`config.mk`:
```
export PLATFORM = sky130hd
export DESIGN_NAME = eaw_area_ctrl
export DESIGN_NICKNAME = d
export VERILOG_FILES = /design/src/design/eaw_pkg.sv /design/src/design/eaw_sync2.sv /design/src/design/eaw_wait_cnt.sv /design/src/design/eaw_area_ctrl.sv
export SDC_FILE = /design/constraint.sdc
export NUM_CORES = 1
export LEC_CHECK = 0
export BUFFER_PORTS_ARGS = -buffer_cell sky130_fd_sc_hd__buf_4
export CAP_MARGIN = 20
export CORE_MARGIN = 2
export CORE_UTILIZATION = 47
export DETAILED_ROUTE_END_ITERATION = 10
export PLACE_DENSITY = 0.76
export RECOVER_POWER = 25
export SYNTH_ARGS = -nofsm -noshare
export SYNTH_HDL_FRONTEND = slang
export SYNTH_SLANG_ARGS = --single-unit
```
`constraint.sdc`:
```
create_clock -name pclk -period 4.95 [get_ports pclk]
set_clock_uncertainty 0.15 [all_clocks]
set_input_delay 0.495 -clock pclk [delete_from_list [all_inputs] [get_ports pclk]]
set_output_delay 0.495 -clock pclk [all_outputs]
set_load 0.01 [all_outputs]
```
`src/design/eaw_pkg.sv`:
```
// Purpose: Shared constants and types for the area wait-timing controller
// Assumes: APB register window, 32-bit data, byte addresses
// Notes:   Hold code 11 behaves as code 10 (longest documented hold)
`default_nettype none
package eaw_pkg;
    // Register map
    localparam logic [7:0]  CFG_OFF   = 8'h00;
    localparam logic [7:0]  STAT_OFF  = 8'h04;
    // Configuration field positions
    localparam int          AW_LSB    = 7;
    localparam int          MASK_BIT  = 6;
    localparam int          HOLD_LSB  = 0;
    localparam int          CFG_W     = 11;
    // Reset value: wait code 1010, mask 0, hold 00
    localparam logic [10:0] CFG_RST   = 11'h500;
    // Writable bits; bits 5..2 stay zero
    localparam logic [10:0] CFG_WMASK = 11'h7c3;
    localparam int          CNT_W     = 5;
    // Wait cycles per access-wait code; reserved codes take the longest
    localparam logic [4:0]  WAIT_TBL [16] = '{
        5'h00, 5'h01, 5'h02, 5'h03, 5'h04, 5'h05, 5'h06, 5'h08,
        5'h0a, 5'h0c, 5'h0e, 5'h12, 5'h18, 5'h18, 5'h18, 5'h18};
    // Whole cycles of hold after the first half cycle, per hold code
    localparam logic [1:0]  HOLD_TBL [4] = '{2'h0, 2'h1, 2'h2, 2'h2};

    typedef enum logic [1:0] {
        EAW_IDLE   = 2'b00,
        EAW_STROBE = 2'b01,
        EAW_HOLD   = 2'b10
    } eaw_state_e;
endpackage
`default_nettype wire

```
`src/design/eaw_sync2.sv`:
```
// Purpose: Two-flop synchroniser for the external wait pin
// Assumes: Pin is asynchronous to pclk
// Notes:   First stage feeds only the second stage
`timescale 1ns/10ps
`default_nettype none
module eaw_sync2 (
    input  wire logic pclk,
    input  wire logic presetn,
    input  wire logic din,
    output var  logic dout
);
    logic meta;
    logic next_meta;
    logic next_dout;

    always_comb begin
        next_meta = din;
        next_dout = meta;
    end

    always_ff @(posedge pclk or negedge presetn) begin
        if (!presetn) begin
            meta <= 1'b0;
            dout <= 1'b0;
        end else begin
            meta <= next_meta;
            dout <= next_dout;
        end
    end
endmodule // eaw_sync2
`default_nettype wire

```
`src/design/eaw_wait_cnt.sv`:
```
// Purpose: Down-counter of programmed access wait cycles
// Assumes: Load and decrement never come together
// Notes:   Cycle count comes from the shared wait table
`timescale 1ns/10ps
`default_nettype none
module eaw_wait_cnt
    import eaw_pkg::*;
(
    input  wire logic       pclk,
    input  wire logic       presetn,
    input  wire logic       load,
    input  wire logic [3:0] code,
    input  wire logic       dec,
    output var  logic       zero
);
    logic [CNT_W-1:0] cnt;
    logic [CNT_W-1:0] next_cnt;

    always_comb begin
        next_cnt = cnt;
        if (load) begin
            next_cnt = WAIT_TBL[code];
        end else if (dec && cnt != '0) begin
            next_cnt = cnt - CNT_W'(1);
        end
    end

    always_ff @(posedge pclk or negedge presetn) begin
        if (!presetn) begin
            cnt <= '0;
        end else begin
            cnt <= next_cnt;
        end
    end

    assign zero = (cnt == '0);
endmodule // eaw_wait_cnt
`default_nettype wire

```
`src/design/eaw_area_ctrl.sv`:
```
// Purpose: APB-configured wait and hold timing for one chip-select area
// Assumes: One access request at a time, held off while busy is high
// Notes:   Select and address negate on the falling clock edge
`timescale 1ns/10ps
`default_nettype none
// How it works
// - Wait code 0000 adds no read wait cycle, 0001 adds one.
// - Codes 0101 and 0110 add five and six waits; 0111 adds eight.
// - Codes 1000 to 1100 add 10, 12, 14, 18 and 24 waits.
// - Mask bit clear honours the external wait pin; set ignores it.
// - The mask applies even with zero programmed waits.
// - Mask bit 6 resets to zero and is read-write.
// - Bits 5 to 2 always read back as zero.
// - Hold code 00, 01, 10 gives 0.5, 1.5, 2.5 cycles hold.
// - Hold bit 1 resets to zero and is read-write.
module eaw_area_ctrl
    import eaw_pkg::*;
#(
    parameter int AW = 16,
    parameter int DW = 16
) (
    input  wire logic          pclk,
    input  wire logic          presetn,
    input  wire logic          psel,
    input  wire logic          penable,
    input  wire logic          pwrite,
    input  wire logic [7:0]    paddr,
    input  wire logic [31:0]   pwdata,
    output var  logic [31:0]   prdata,
    output var  logic          pready,
    output var  logic          pslverr,
    input  wire logic          req,
    input  wire logic          req_write,
    input  wire logic [AW-1:0] req_addr,
    input  wire logic [DW-1:0] req_wdata,
    input  wire logic [1:0]    req_be,
    output var  logic          busy,
    output var  logic          ack,
    output var  logic [DW-1:0] rdata,
    output var  logic [AW-1:0] ext_addr,
    output var  logic [DW-1:0] data_out,
    input  wire logic [DW-1:0] data_in,
    output var  logic          data_oe_n,
    output var  logic          rd_n,
    output var  logic          wr_n,
    output var  logic [1:0]    byte_strobe_n,
    output var  logic          area_select_n,
    input  wire logic          ext_wait_n
);
    // Configuration and APB state
    logic [CFG_W-1:0] cfg;
    logic [CFG_W-1:0] next_cfg;
    logic [31:0]      next_prdata;
    logic             next_pready;
    logic             next_pslverr;
    logic             setup;
    logic             wr_hit;
    logic             hit_cfg;
    logic             hit_stat;
    logic             wait_seen;
    logic             next_wait_seen;

    // Access sequencer state
    eaw_state_e       state;
    eaw_state_e       next_state;
    logic [1:0]       hold_cnt;
    logic [1:0]       next_hold_cnt;
    logic             cs_on;
    logic             next_cs_on;
    logic [AW-1:0]    addr_q;
    logic [AW-1:0]    next_addr_q;
    logic             write_q;
    logic             next_write_q;
    logic [3:0]       lat_code;
    logic [3:0]       next_lat_code;
    logic             lat_mask;
    logic             next_lat_mask;
    logic [1:0]       lat_hold;
    logic [1:0]       next_lat_hold;
    logic             next_busy;
    logic             next_ack;
    logic [DW-1:0]    next_rdata;
    logic [DW-1:0]    next_data_out;
    logic             next_data_oe_n;
    logic             next_rd_n;
    logic             next_wr_n;
    logic [1:0]       next_byte_strobe_n;
    logic             start;
    logic             cnt_zero;
    logic             cnt_dec;
    logic             wait_sync;
    logic             ext_hold;
    logic             finish;

    // Pin is active low; synchronised level is active high
    eaw_sync2 u_sync (
        .pclk    (pclk),
        .presetn (presetn),
        .din     (!ext_wait_n),
        .dout    (wait_sync)
    );

    // Writes carry no programmed waits
    eaw_wait_cnt u_cnt (
        .pclk    (pclk),
        .presetn (presetn),
        .load    (start),
        .code    (req_write ? 4'h0 : cfg[AW_LSB +: 4]),
        .dec     (cnt_dec),
        .zero    (cnt_zero)
    );

    // APB slave: one wait-free access phase, answer prepared at setup
    assign setup    = psel && !penable && !pready;
    assign wr_hit   = psel && penable && pready && pwrite;
    assign hit_cfg  = (paddr == CFG_OFF);
    assign hit_stat = (paddr == STAT_OFF);

    always_comb begin
        next_cfg       = cfg;
        next_prdata    = prdata;
        next_pready    = 1'b0;
        next_pslverr   = 1'b0;
        next_wait_seen = wait_seen || (wait_sync && state == EAW_STROBE);
        if (setup) begin
            next_pready  = 1'b1;
            next_pslverr = !(hit_cfg || hit_stat);
            next_prdata  = 32'h0;
            if (hit_cfg) begin
                next_prdata[CFG_W-1:0] = cfg & CFG_WMASK;
            end else if (hit_stat) begin
                next_prdata[7:0] = {lat_code, wait_seen, write_q,
                                    cs_on, busy};
            end
        end
        if (wr_hit && hit_cfg) begin
            next_cfg = pwdata[CFG_W-1:0] & CFG_WMASK;
        end
        // A fresh wait event wins over the clear
        if (wr_hit && hit_stat && pwdata[2]) begin
            next_wait_seen = wait_sync && state == EAW_STROBE;
        end
    end

    always_ff @(posedge pclk or negedge presetn) begin
        if (!presetn) begin
            cfg       <= CFG_RST;
            prdata    <= 32'h0;
            pready    <= 1'b0;
            pslverr   <= 1'b0;
            wait_seen <= 1'b0;
        end else begin
            cfg       <= next_cfg;
            prdata    <= next_prdata;
            pready    <= next_pready;
            pslverr   <= next_pslverr;
            wait_seen <= next_wait_seen;
        end
    end

    // Sequencer; settings are latched at start so a rewrite mid-access
    // cannot tear the running timing
    assign start    = (state == EAW_IDLE) && req;
    assign ext_hold = wait_sync && !lat_mask;
    assign cnt_dec  = (state == EAW_STROBE);
    assign finish   = (state == EAW_STROBE) && cnt_zero && !ext_hold;

    always_comb begin
        next_state         = state;
        next_hold_cnt      = hold_cnt;
        next_cs_on         = cs_on;
        next_addr_q        = addr_q;
        next_write_q       = write_q;
        next_lat_code      = lat_code;
        next_lat_mask      = lat_mask;
        next_lat_hold      = lat_hold;
        next_busy          = busy;
        next_ack           = 1'b0;
        next_rdata         = rdata;
        next_data_out      = data_out;
        next_data_oe_n     = data_oe_n;
        next_rd_n          = rd_n;
        next_wr_n          = wr_n;
        next_byte_strobe_n = byte_strobe_n;
        unique case (state)
            EAW_IDLE: begin
                if (req) begin
                    next_state         = EAW_STROBE;
                    next_busy          = 1'b1;
                    next_cs_on         = 1'b1;
                    next_addr_q        = req_addr;
                    next_write_q       = req_write;
                    next_lat_code      = cfg[AW_LSB +: 4];
                    next_lat_mask      = cfg[MASK_BIT];
                    next_lat_hold      = cfg[HOLD_LSB +: 2];
                    next_rd_n          = req_write;
                    next_wr_n          = !req_write;
                    next_byte_strobe_n = req_write ? ~req_be : 2'b00;
                    next_data_out      = req_wdata;
                    next_data_oe_n     = !req_write;
                end
            end
            EAW_STROBE: begin
                // Programmed waits run down first, then the pin may extend
                if (finish) begin
                    next_rd_n          = 1'b1;
                    next_wr_n          = 1'b1;
                    next_byte_strobe_n = 2'b11;
                    next_ack           = 1'b1;
                    if (!write_q) begin
                        next_rdata = data_in;
                    end
                    if (HOLD_TBL[lat_hold] == 2'h0) begin
                        next_cs_on     = 1'b0;
                        next_busy      = 1'b0;
                        next_data_oe_n = 1'b1;
                        next_state     = EAW_IDLE;
                    end else begin
                        next_hold_cnt  = HOLD_TBL[lat_hold] - 2'h1;
                        next_state     = EAW_HOLD;
                    end
                end
            end
            EAW_HOLD: begin
                if (hold_cnt == 2'h0) begin
                    next_cs_on     = 1'b0;
                    next_busy      = 1'b0;
                    next_data_oe_n = 1'b1;
                    next_state     = EAW_IDLE;
                end else begin
                    next_hold_cnt = hold_cnt - 2'h1;
                end
            end
            default: begin
                next_state = EAW_IDLE;
                next_busy  = 1'b0;
                next_cs_on = 1'b0;
            end
        endcase
    end

    always_ff @(posedge pclk or negedge presetn) begin
        if (!presetn) begin
            state         <= EAW_IDLE;
            hold_cnt      <= 2'h0;
            cs_on         <= 1'b0;
            addr_q        <= '0;
            write_q       <= 1'b0;
            lat_code      <= 4'h0;
            lat_mask      <= 1'b0;
            lat_hold      <= 2'h0;
            busy          <= 1'b0;
            ack           <= 1'b0;
            rdata         <= '0;
            data_out      <= '0;
            data_oe_n     <= 1'b1;
            rd_n          <= 1'b1;
            wr_n          <= 1'b1;
            byte_strobe_n <= 2'b11;
        end else begin
            state         <= next_state;
            hold_cnt      <= next_hold_cnt;
            cs_on         <= next_cs_on;
            addr_q        <= next_addr_q;
            write_q       <= next_write_q;
            lat_code      <= next_lat_code;
            lat_mask      <= next_lat_mask;
            lat_hold      <= next_lat_hold;
            busy          <= next_busy;
            ack           <= next_ack;
            rdata         <= next_rdata;
            data_out      <= next_data_out;
            data_oe_n     <= next_data_oe_n;
            rd_n          <= next_rd_n;
            wr_n          <= next_wr_n;
            byte_strobe_n <= next_byte_strobe_n;
        end
    end

    // Half-cycle offset: select and address follow on the falling edge
    always_ff @(negedge pclk or negedge presetn) begin
        if (!presetn) begin
            area_select_n <= 1'b1;
            ext_addr      <= '0;
        end else begin
            area_select_n <= !cs_on;
            ext_addr      <= cs_on ? addr_q : '0;
        end
    end

    // Checks
    logic [5:0] rd_len;
    logic       first;

    always_ff @(posedge pclk or negedge presetn) begin
        if (!presetn) begin
            rd_len <= 6'h0;
            first  <= 1'b1;
        end else begin
            rd_len <= rd_n ? 6'h0 : rd_len + 6'h1;
            first  <= 1'b0;
        end
    end
endmodule // eaw_area_ctrl
`default_nettype wire

```
# After elaboration in Yosys (flattened, before gate mapping)
# Memories as Yosys holds them, arrays and structs flattened.
# Index checks and enable logic that the tools add are counted.
# word_totals
output_inout_bits	90
mem_bits_ro	80
wordCells	129
inputBits	98
mem_count	1
ff_bits	112
# mem_list
name	depth	width	read_ports	rd_clocked_by_memory_dff	wr	line	rtl
(no name shown)	16	5	1	0	0	eaw_wait_cnt.sv:22	next_cnt = WAIT_TBL[code];
# classes
addsub	3
n_bitwise	4
reduce_logical	41
n_eq_ne	9
n_mux	44
n_lt_le_gt_ge	2
# op_table
op	count
$mux 2	12
$mux 5	4
$mux 16	1
$mux 8	2
$mux 1	15
$logic_and 1x1->1	14
$ne 2x2->1 const B	6
$reduce_and 3->1	3
$eq 8x3->1 const B	1
$logic_not 1->1	8
$logic_not 8->1	1
$pmux 2 s2	2
$reduce_and 4->1	2
$logic_not 2->1	3
$pmux 1 s3	2
$pmux 2 s3	1
$reduce_bool 2->1	3
$ge 5x5->1 const B	1
$logic_not 5->1	1
$not 4->5	1
$reduce_and 5->1	1
$reduce_bool 5->1	1
$sub 5x1->5 const B	1
$bmux 2 s2	1
13 further kinds	16

# Depth between registers and ports, before layout
# Gate-level depths: netlist of run 1.
# logic_depth
depth_word	8
ltp_mapped	8
depth_no_buf	7

# Cells and area by module
# Synthesis of run 1 repeated with hierarchy kept, for this count alone.
# unflattened
hier_cells	362
hier_area_um2	4800.9
# modules_own_cells
mod	n_inst	seq_area_each_um2	cells_each	area_each_um2
eaw_area_ctrl	1	2637.5	318	4342.9
eaw_wait_cnt	1	125.1	42	407.9
eaw_sync2	1	50.0	2	50.0

==> flow_summary.ini, run 1 <==
[critical_path]
endpoint_kind = output pin
crit_fanout = 1
cp_slowest_cell = dfstp_2
cp_cell_sequence = buf_4
r2r-start = cs_on$_DFFE_PN0P_
cp_top_family = flip-flops
critical_path_class = flop to output pin
cp-startpoint = area_select_n$_DFF_NN1_
critPathMaxStageDelay_ps = 510
start_kind = flop
required_ps = 4300
critPathBufInv = 1
arrival_ps = 3480

[final_layout]
layout-area-overhead-vs-synth_pct = 27.3
drive_gt1_share_pct = 46.8
multiInputGateArea_um2 = 1770
post-route-util_pct = 62.1
regArea_um2 = 2810
finalNetCount = 622
fillers = 809
diodes = 0

[routing]
antenna_left = 0
wire_per_inst_um = 14.5
drt_iter0_drc = 119
drt_pass1_iterations = 6
remaining_drc_errors = 0
dr_total_vias = 3227
vias_per_cell = 4.95
drt-total-wl_um = 9470

[cts]
cts_tree = built
cts_made_buffers = 9
clk-insertion-delay-late_ps = 360
clock-root-buffer = clkbuf_8
cts_resized = 0
clkTransAtPathRegs_ps = 100
hold_buffers = 0
numClockSinks = 112
clockBufferDepth = 2
post_cts_buffers = 0
cts_max_level = 3

[die]
ios = 188
start_util_pct = 48.8
dieArea_um2 = 11000
die_height_um = 105
num_rows = 36
die_x_um = 105
core-area_um2 = 9820

[power_and_ir_drop]
combinationalPowerShare_pct = 37.8
p_sw_uw = 1000
power.total_uw = 3140
intPower_uw = 2130
peakVddDrop_mv = 0.268
switching_share_pct = 31.9
p_per_area_nw_per_um2 = 514
power_frac_seq_pct = 45.7
clockPowerShare_pct = 16.5
leakage_uw = 0.00306

[global_routing]
overflow = 0
antenna_found_initial = 0
grt_usage_pct = 18.2
grt_pass1_wl_um = 16100
grt_pass1_vias = 3266
grt_max_degree = 55

[synthesis]
synth.most_common_cell = dfrtp_1
syn_area_per_cell_um2 = 12.9
synth_edf_count = 0
async_flop_share_pct = 100
syn_inst = 372
ys_seq_area_share_pct = 58.7
synth.area.top_cells = dfrtp_1, mux2_2, dfrtn_1, dfstp_2, buf_4
netlist.area_leader.share_pct = 46.0
syn_area_um2 = 4790
synth_cell_type_count = 52
synth-seq-cells = 112
yosysWarnings = 0
synth_top_area_cell = dfrtp_1
synthTopCellsByCount = dfrtp_1, mux2_2, nand2_1
ys.flop_type = dfrtp_1

[timing]
slew_viol_final = 0
tightest_slew_ps = 1390
maxSlewHeadroom_pct = 7.49
hold_viol_final = 1
rsz0062_at_grt = no
finalSetupTns_ps = 0
whs_ps = -0.674
setup_viol = 0

[outcome]
status = finished with violations
violations = negative hold slack

[worst_hold_path]
min_path_type = input pin to async pin

[flow_run]
cap_viol_max_count = 0

[placed_design]
gp_congestion = 0.762
io_buffers = 142
dp_hpwl_um = 7040
==> cell type report <==
cell class	instances	share of cell area, %
flip-flops and latches	112	46.1
multi-input cells	227	29.0
repair buffers	146	18.0
well taps	133	2.73
clock buffers	10	2.26
inverters	17	1.05
clock inverters	7	0.841
==> path summary, 6_finish.rpt <==
path | end | slack, ps | cells past startpoint
setup / recovery | area_select_n | 820 | 1
hold / removal | prdata[1]$_DFFE_PN0P_ | -0.7 | 1
hold reg to reg | u_sync.dout$_DFF_PN0_ | 210 | 0
max in group asynchronous | area_select_n$_DFF_NN1_ | 1780 | 1
setup reg to reg | ext_addr[9]$_DFF_NN0_ | 1280 | 1
min in group pclk | u_sync.meta$_DFF_PN0_ | 140 | 2
==> power groups by stage <==
stage | sequential [uW] | clock [uW] | combinational (uW)
2_1_floorplan | 1520 | 2.53 | 587
3_3_place_gp | 1440 | 2.53 | 1160
3_5_place_dp | 1460 | 2.53 | 1200
4_1_cts | 1440 | 531 | 1200
5_1_grt | 1480 | 571 | 1300
6_report | 1430 | 517 | 1190
==> per-layer routing <==
| metal | share of wire, % | GRT usage [%] |
|---|---|---|
| met2 | 49 | 29.4 |
| met4 | 1.6 | 6.48 |
| met3 | 6.3 | 4.55 |
| met5 | 0 | 0 |
| met1 | 43 | 23.9 |
==> sequential cells by signal (all words and copies together) (netlist names), 2 cells and up <==
register and flops:
byte_strobe_n 2, addr_q 16, cfg 7, lat_code 4
prdata 11, rdata 16, lat_hold 2, ext_addr 16
data_out 16, u_cnt.cnt 5, hold_cnt 2, state 2
==> cells in the final DEF (no fill, tap or decap), types with 13 or more instances in the layout <==
master / synthesis / routed
buf_4: 21 / 141
dfrtp_1: 88 / 88
mux2_2: 66 / 66
nand2_1: 22 / 21
conb_1: 1 / 21
inv_1: 17 / 17
and2_1: 16 / 16
dfrtn_1: 16 / 16
nand3_1: 13 / 13
==> logic make-up after synthesis <==
group | Yosys count | synth area share, %
xor+xnor | 3 | 0.548
other cells | 1 | 0.0783
mux | 69 | 16.1
buf+inv | 53 | 5.98
flops | 112 | 58.7
simple gates | 85 | 10.3
compound gates | 39 | 5.67
fa+ha+maj | 10 | 2.61
==> through the flow <==
step	instances	instance area, um^2	setup slack (ps)
2_1_floorplan	392	4870	1310
3_3_place_gp	635	5910	1230
3_5_place_dp	636	5930	1220
4_1_cts	652	6110	808
5_1_grt	652	6100	777
6_report	652	6100	824
Note: power is estimated with default switching activity, not from simulation.
==> run 2, diff against run 1 <==
Settings changed: ABC_AREA set to 1, PLACE_DENSITY 0.76 to 0.75.
Clock period 4.95 ns to 3.9 ns, I/O delays scaled along.
==> flow_summary.ini, run 2 <==
[critical_path]
required_ps = 3360
r2r_end = ext_addr[7]$_DFF_NN0_
start_kind = flop
r2r-start = cs_on$_DFFE_PN0P_
endpoint_kind = output pin
arrival_ps = 2970
critPathMaxStageDelay_ps = 520
cp_cell_sequence = buf_4
critPathBufInv = 1
cp_top_family = flip-flops
cp_slowest_cell = dfstp_2
reg2reg_slack_ps = 720
crit_fanout = 1
r2r_cells = 2
critical_path_class = flop to output pin
cp-startpoint = area_select_n$_DFF_NN1_

[flow_run]
cap_viol_max_count = 0

[synthesis]
yosysWarnings = 0
synth-adder-area-share_pct = 2.56
synth.most_common_cell = nand2_1
muxShareOfSynthArea_pct = 0
yosys.area_share.simple_pct = 25.4
syn_inst = 562
synth.area.top_cells = dfrtp_1, nand2_1, dfrtn_1, dfstp_2, inv_1
async_flop_share_pct = 100
synth_top_family_by_area = simple AND/OR/NAND/NOR gates
synth_edf_count = 0
syn_area_per_cell_um2 = 8.70
ys.flop_type = dfrtp_1
synth_cell_type_count = 32
synth_compound_area_share_pct = 5.35
synth_top_area_cell = dfrtp_1
synthXorXnorAreaFrac_pct = 0.358
ys_seq_area_share_pct = 57.5
synth-seq-cells = 112
syn_area_um2 = 4890
synthTopCellsByCount = nand2_1, dfrtp_1, inv_1
netlist.area_leader.share_pct = 45.0

[routing]
vias_per_cell = 4.74
dr_total_vias = 3994
antenna_left = 0
drt-total-wl_um = 10800
remaining_drc_errors = 0
wire_per_inst_um = 12.8
drt_pass1_iterations = 5
drt_iter0_drc = 261

[cts]
cts_made_buffers = 9
numClockSinks = 112
cts_resized = 0
post_cts_buffers = 0
clock-root-buffer = clkbuf_8
clockBufferDepth = 2
clkTransAtPathRegs_ps = 100
cts_max_level = 3
clk-insertion-delay-late_ps = 360
cts_tree = built

[die]
die_x_um = 106
dieArea_um2 = 11200
start_util_pct = 47.8
core-area_um2 = 10200
die_height_um = 106
num_rows = 37
ios = 188

[global_routing]
grt_pass1_vias = 3824
grt_pass1_wl_um = 18100
grt_max_degree = 68
grt_usage_pct = 20.0
antenna_found_initial = 0
overflow = 0

[worst_hold_path]
hold_depth = 3
hp-start = req_wdata[12]
min_path_type = input pin to flop
min_delay_worst_endpoint = data_out[12]$_DFFE_PN0P_

[timing]
rsz0062_at_grt = no
tightest_slew_ps = 831
hold_viol_final = 0
finalSetupTns_ps = 0
slew_viol_final = 0
maxSlewHeadroom_pct = 44.6
setup_viol = 0

[power_and_ir_drop]
peakVddDrop_mv = 0.291
p_per_area_nw_per_um2 = 640
leakage_uw = 0.00329

[final_layout]
layout-area-overhead-vs-synth_pct = 23.1
fillers = 928
post-route-util_pct = 58.8
drive_gt1_share_pct = 19.8
diodes = 0
final_cells = 843
layout_commonest_cell = nand2_1
finalNetCount = 810
layout_common_cells = nand2_1, buf_4, dfrtp_1

[placed_design]
dp_hpwl_um = 7740
dp_cells = 825
gp_congestion = 0.797
io_buffers = 142

[outcome]
status = complete, no violations
==> run 2: cell types whose count changed after synthesis, moves of 4 or more <==
cell	change
o21ai_0	+21
and2_1	-16
mux2_2	-66
buf_2	+7
inv_1	+30
clkbuf_1	-4
a22o_1	-5
nand2_1	+205
nand3_1	+19
nor2_1	+15
==> run 2: cell type report <==
class	count	area [um^2]	area share (%)
Multi-Input combinational cell	383	1730	28.7
Tap cell	136	170	2.83
Inverter	47	176	2.93
Clock inverter	8	51.3	0.852
Timing Repair Buffer	148	958	15.9
Clock buffer	9	124	2.06
Sequential cell	112	2810	46.7
==> run 2: worst max-delay path by stage <==
stage	to	slack, ps	cells past startpoint
2_1_floorplan	area_select_n$_DFF_NN1_	730	3
3_3_place_gp	ext_addr[9]$_DFF_NN0_	760	2
3_5_place_dp	area_select_n$_DFF_NN1_	740	1
4_1_cts	area_select_n	370	1
5_1_grt	area_select_n	340	1
6_report	area_select_n	390	1
==> run 2: cell families after synthesis <==
logic type               Yosys count
flip-flops                       112
buffers and inverters             87
other                              1
AO/OA/AOI/OAI                     47
AND/OR/NAND/NOR                  303
adder cells (fa/ha/maj)           10
XOR/XNOR                           2
==> run 2: what timing repair did <==
item                                    in CTS  in global routing
endpoints found under the hold margin       29                  0
hold buffers                                 2                  0
endpoints found under the setup margin       0                  0
==> run 2: through the flow <==
stage / power [uW] / hold WS (ps) / setup slack, ps / instance area, um^2
6_report: 3850 / 68.7 / 387 / 6020
4_1_cts: 4020 / 50.6 / 367 / 6180
3_5_place_dp: 3400 / 193 / 745 / 5990
5_1_grt: 4180 / 53.6 / 338 / 6020
2_1_floorplan: 2700 / -55.6 / 728 / 4970
3_3_place_gp: 3320 / 186 / 761 / 5990
==> run 2: metal layers <==
layer	vias to the layer above	wire, um	global-route usage, %
li1	1975	-	-
met1	1860	4680	26.3
met2	142	5340	33.5
met3	17	626	3.62
met4	0	178	6.67
met5	-	0	0
==> run 2: where the power goes <==
part	internal (uW)	switching (uW)	leakage, uW
Clock	234	385	0.0000923
Combinational	536	845	0.00184
Sequential	1600	248	0.00136
==> run 2: tightest hold or removal path: stages <==
cell and delay (ps):
buf_4 70, nand2_1 40, nand2_1 50
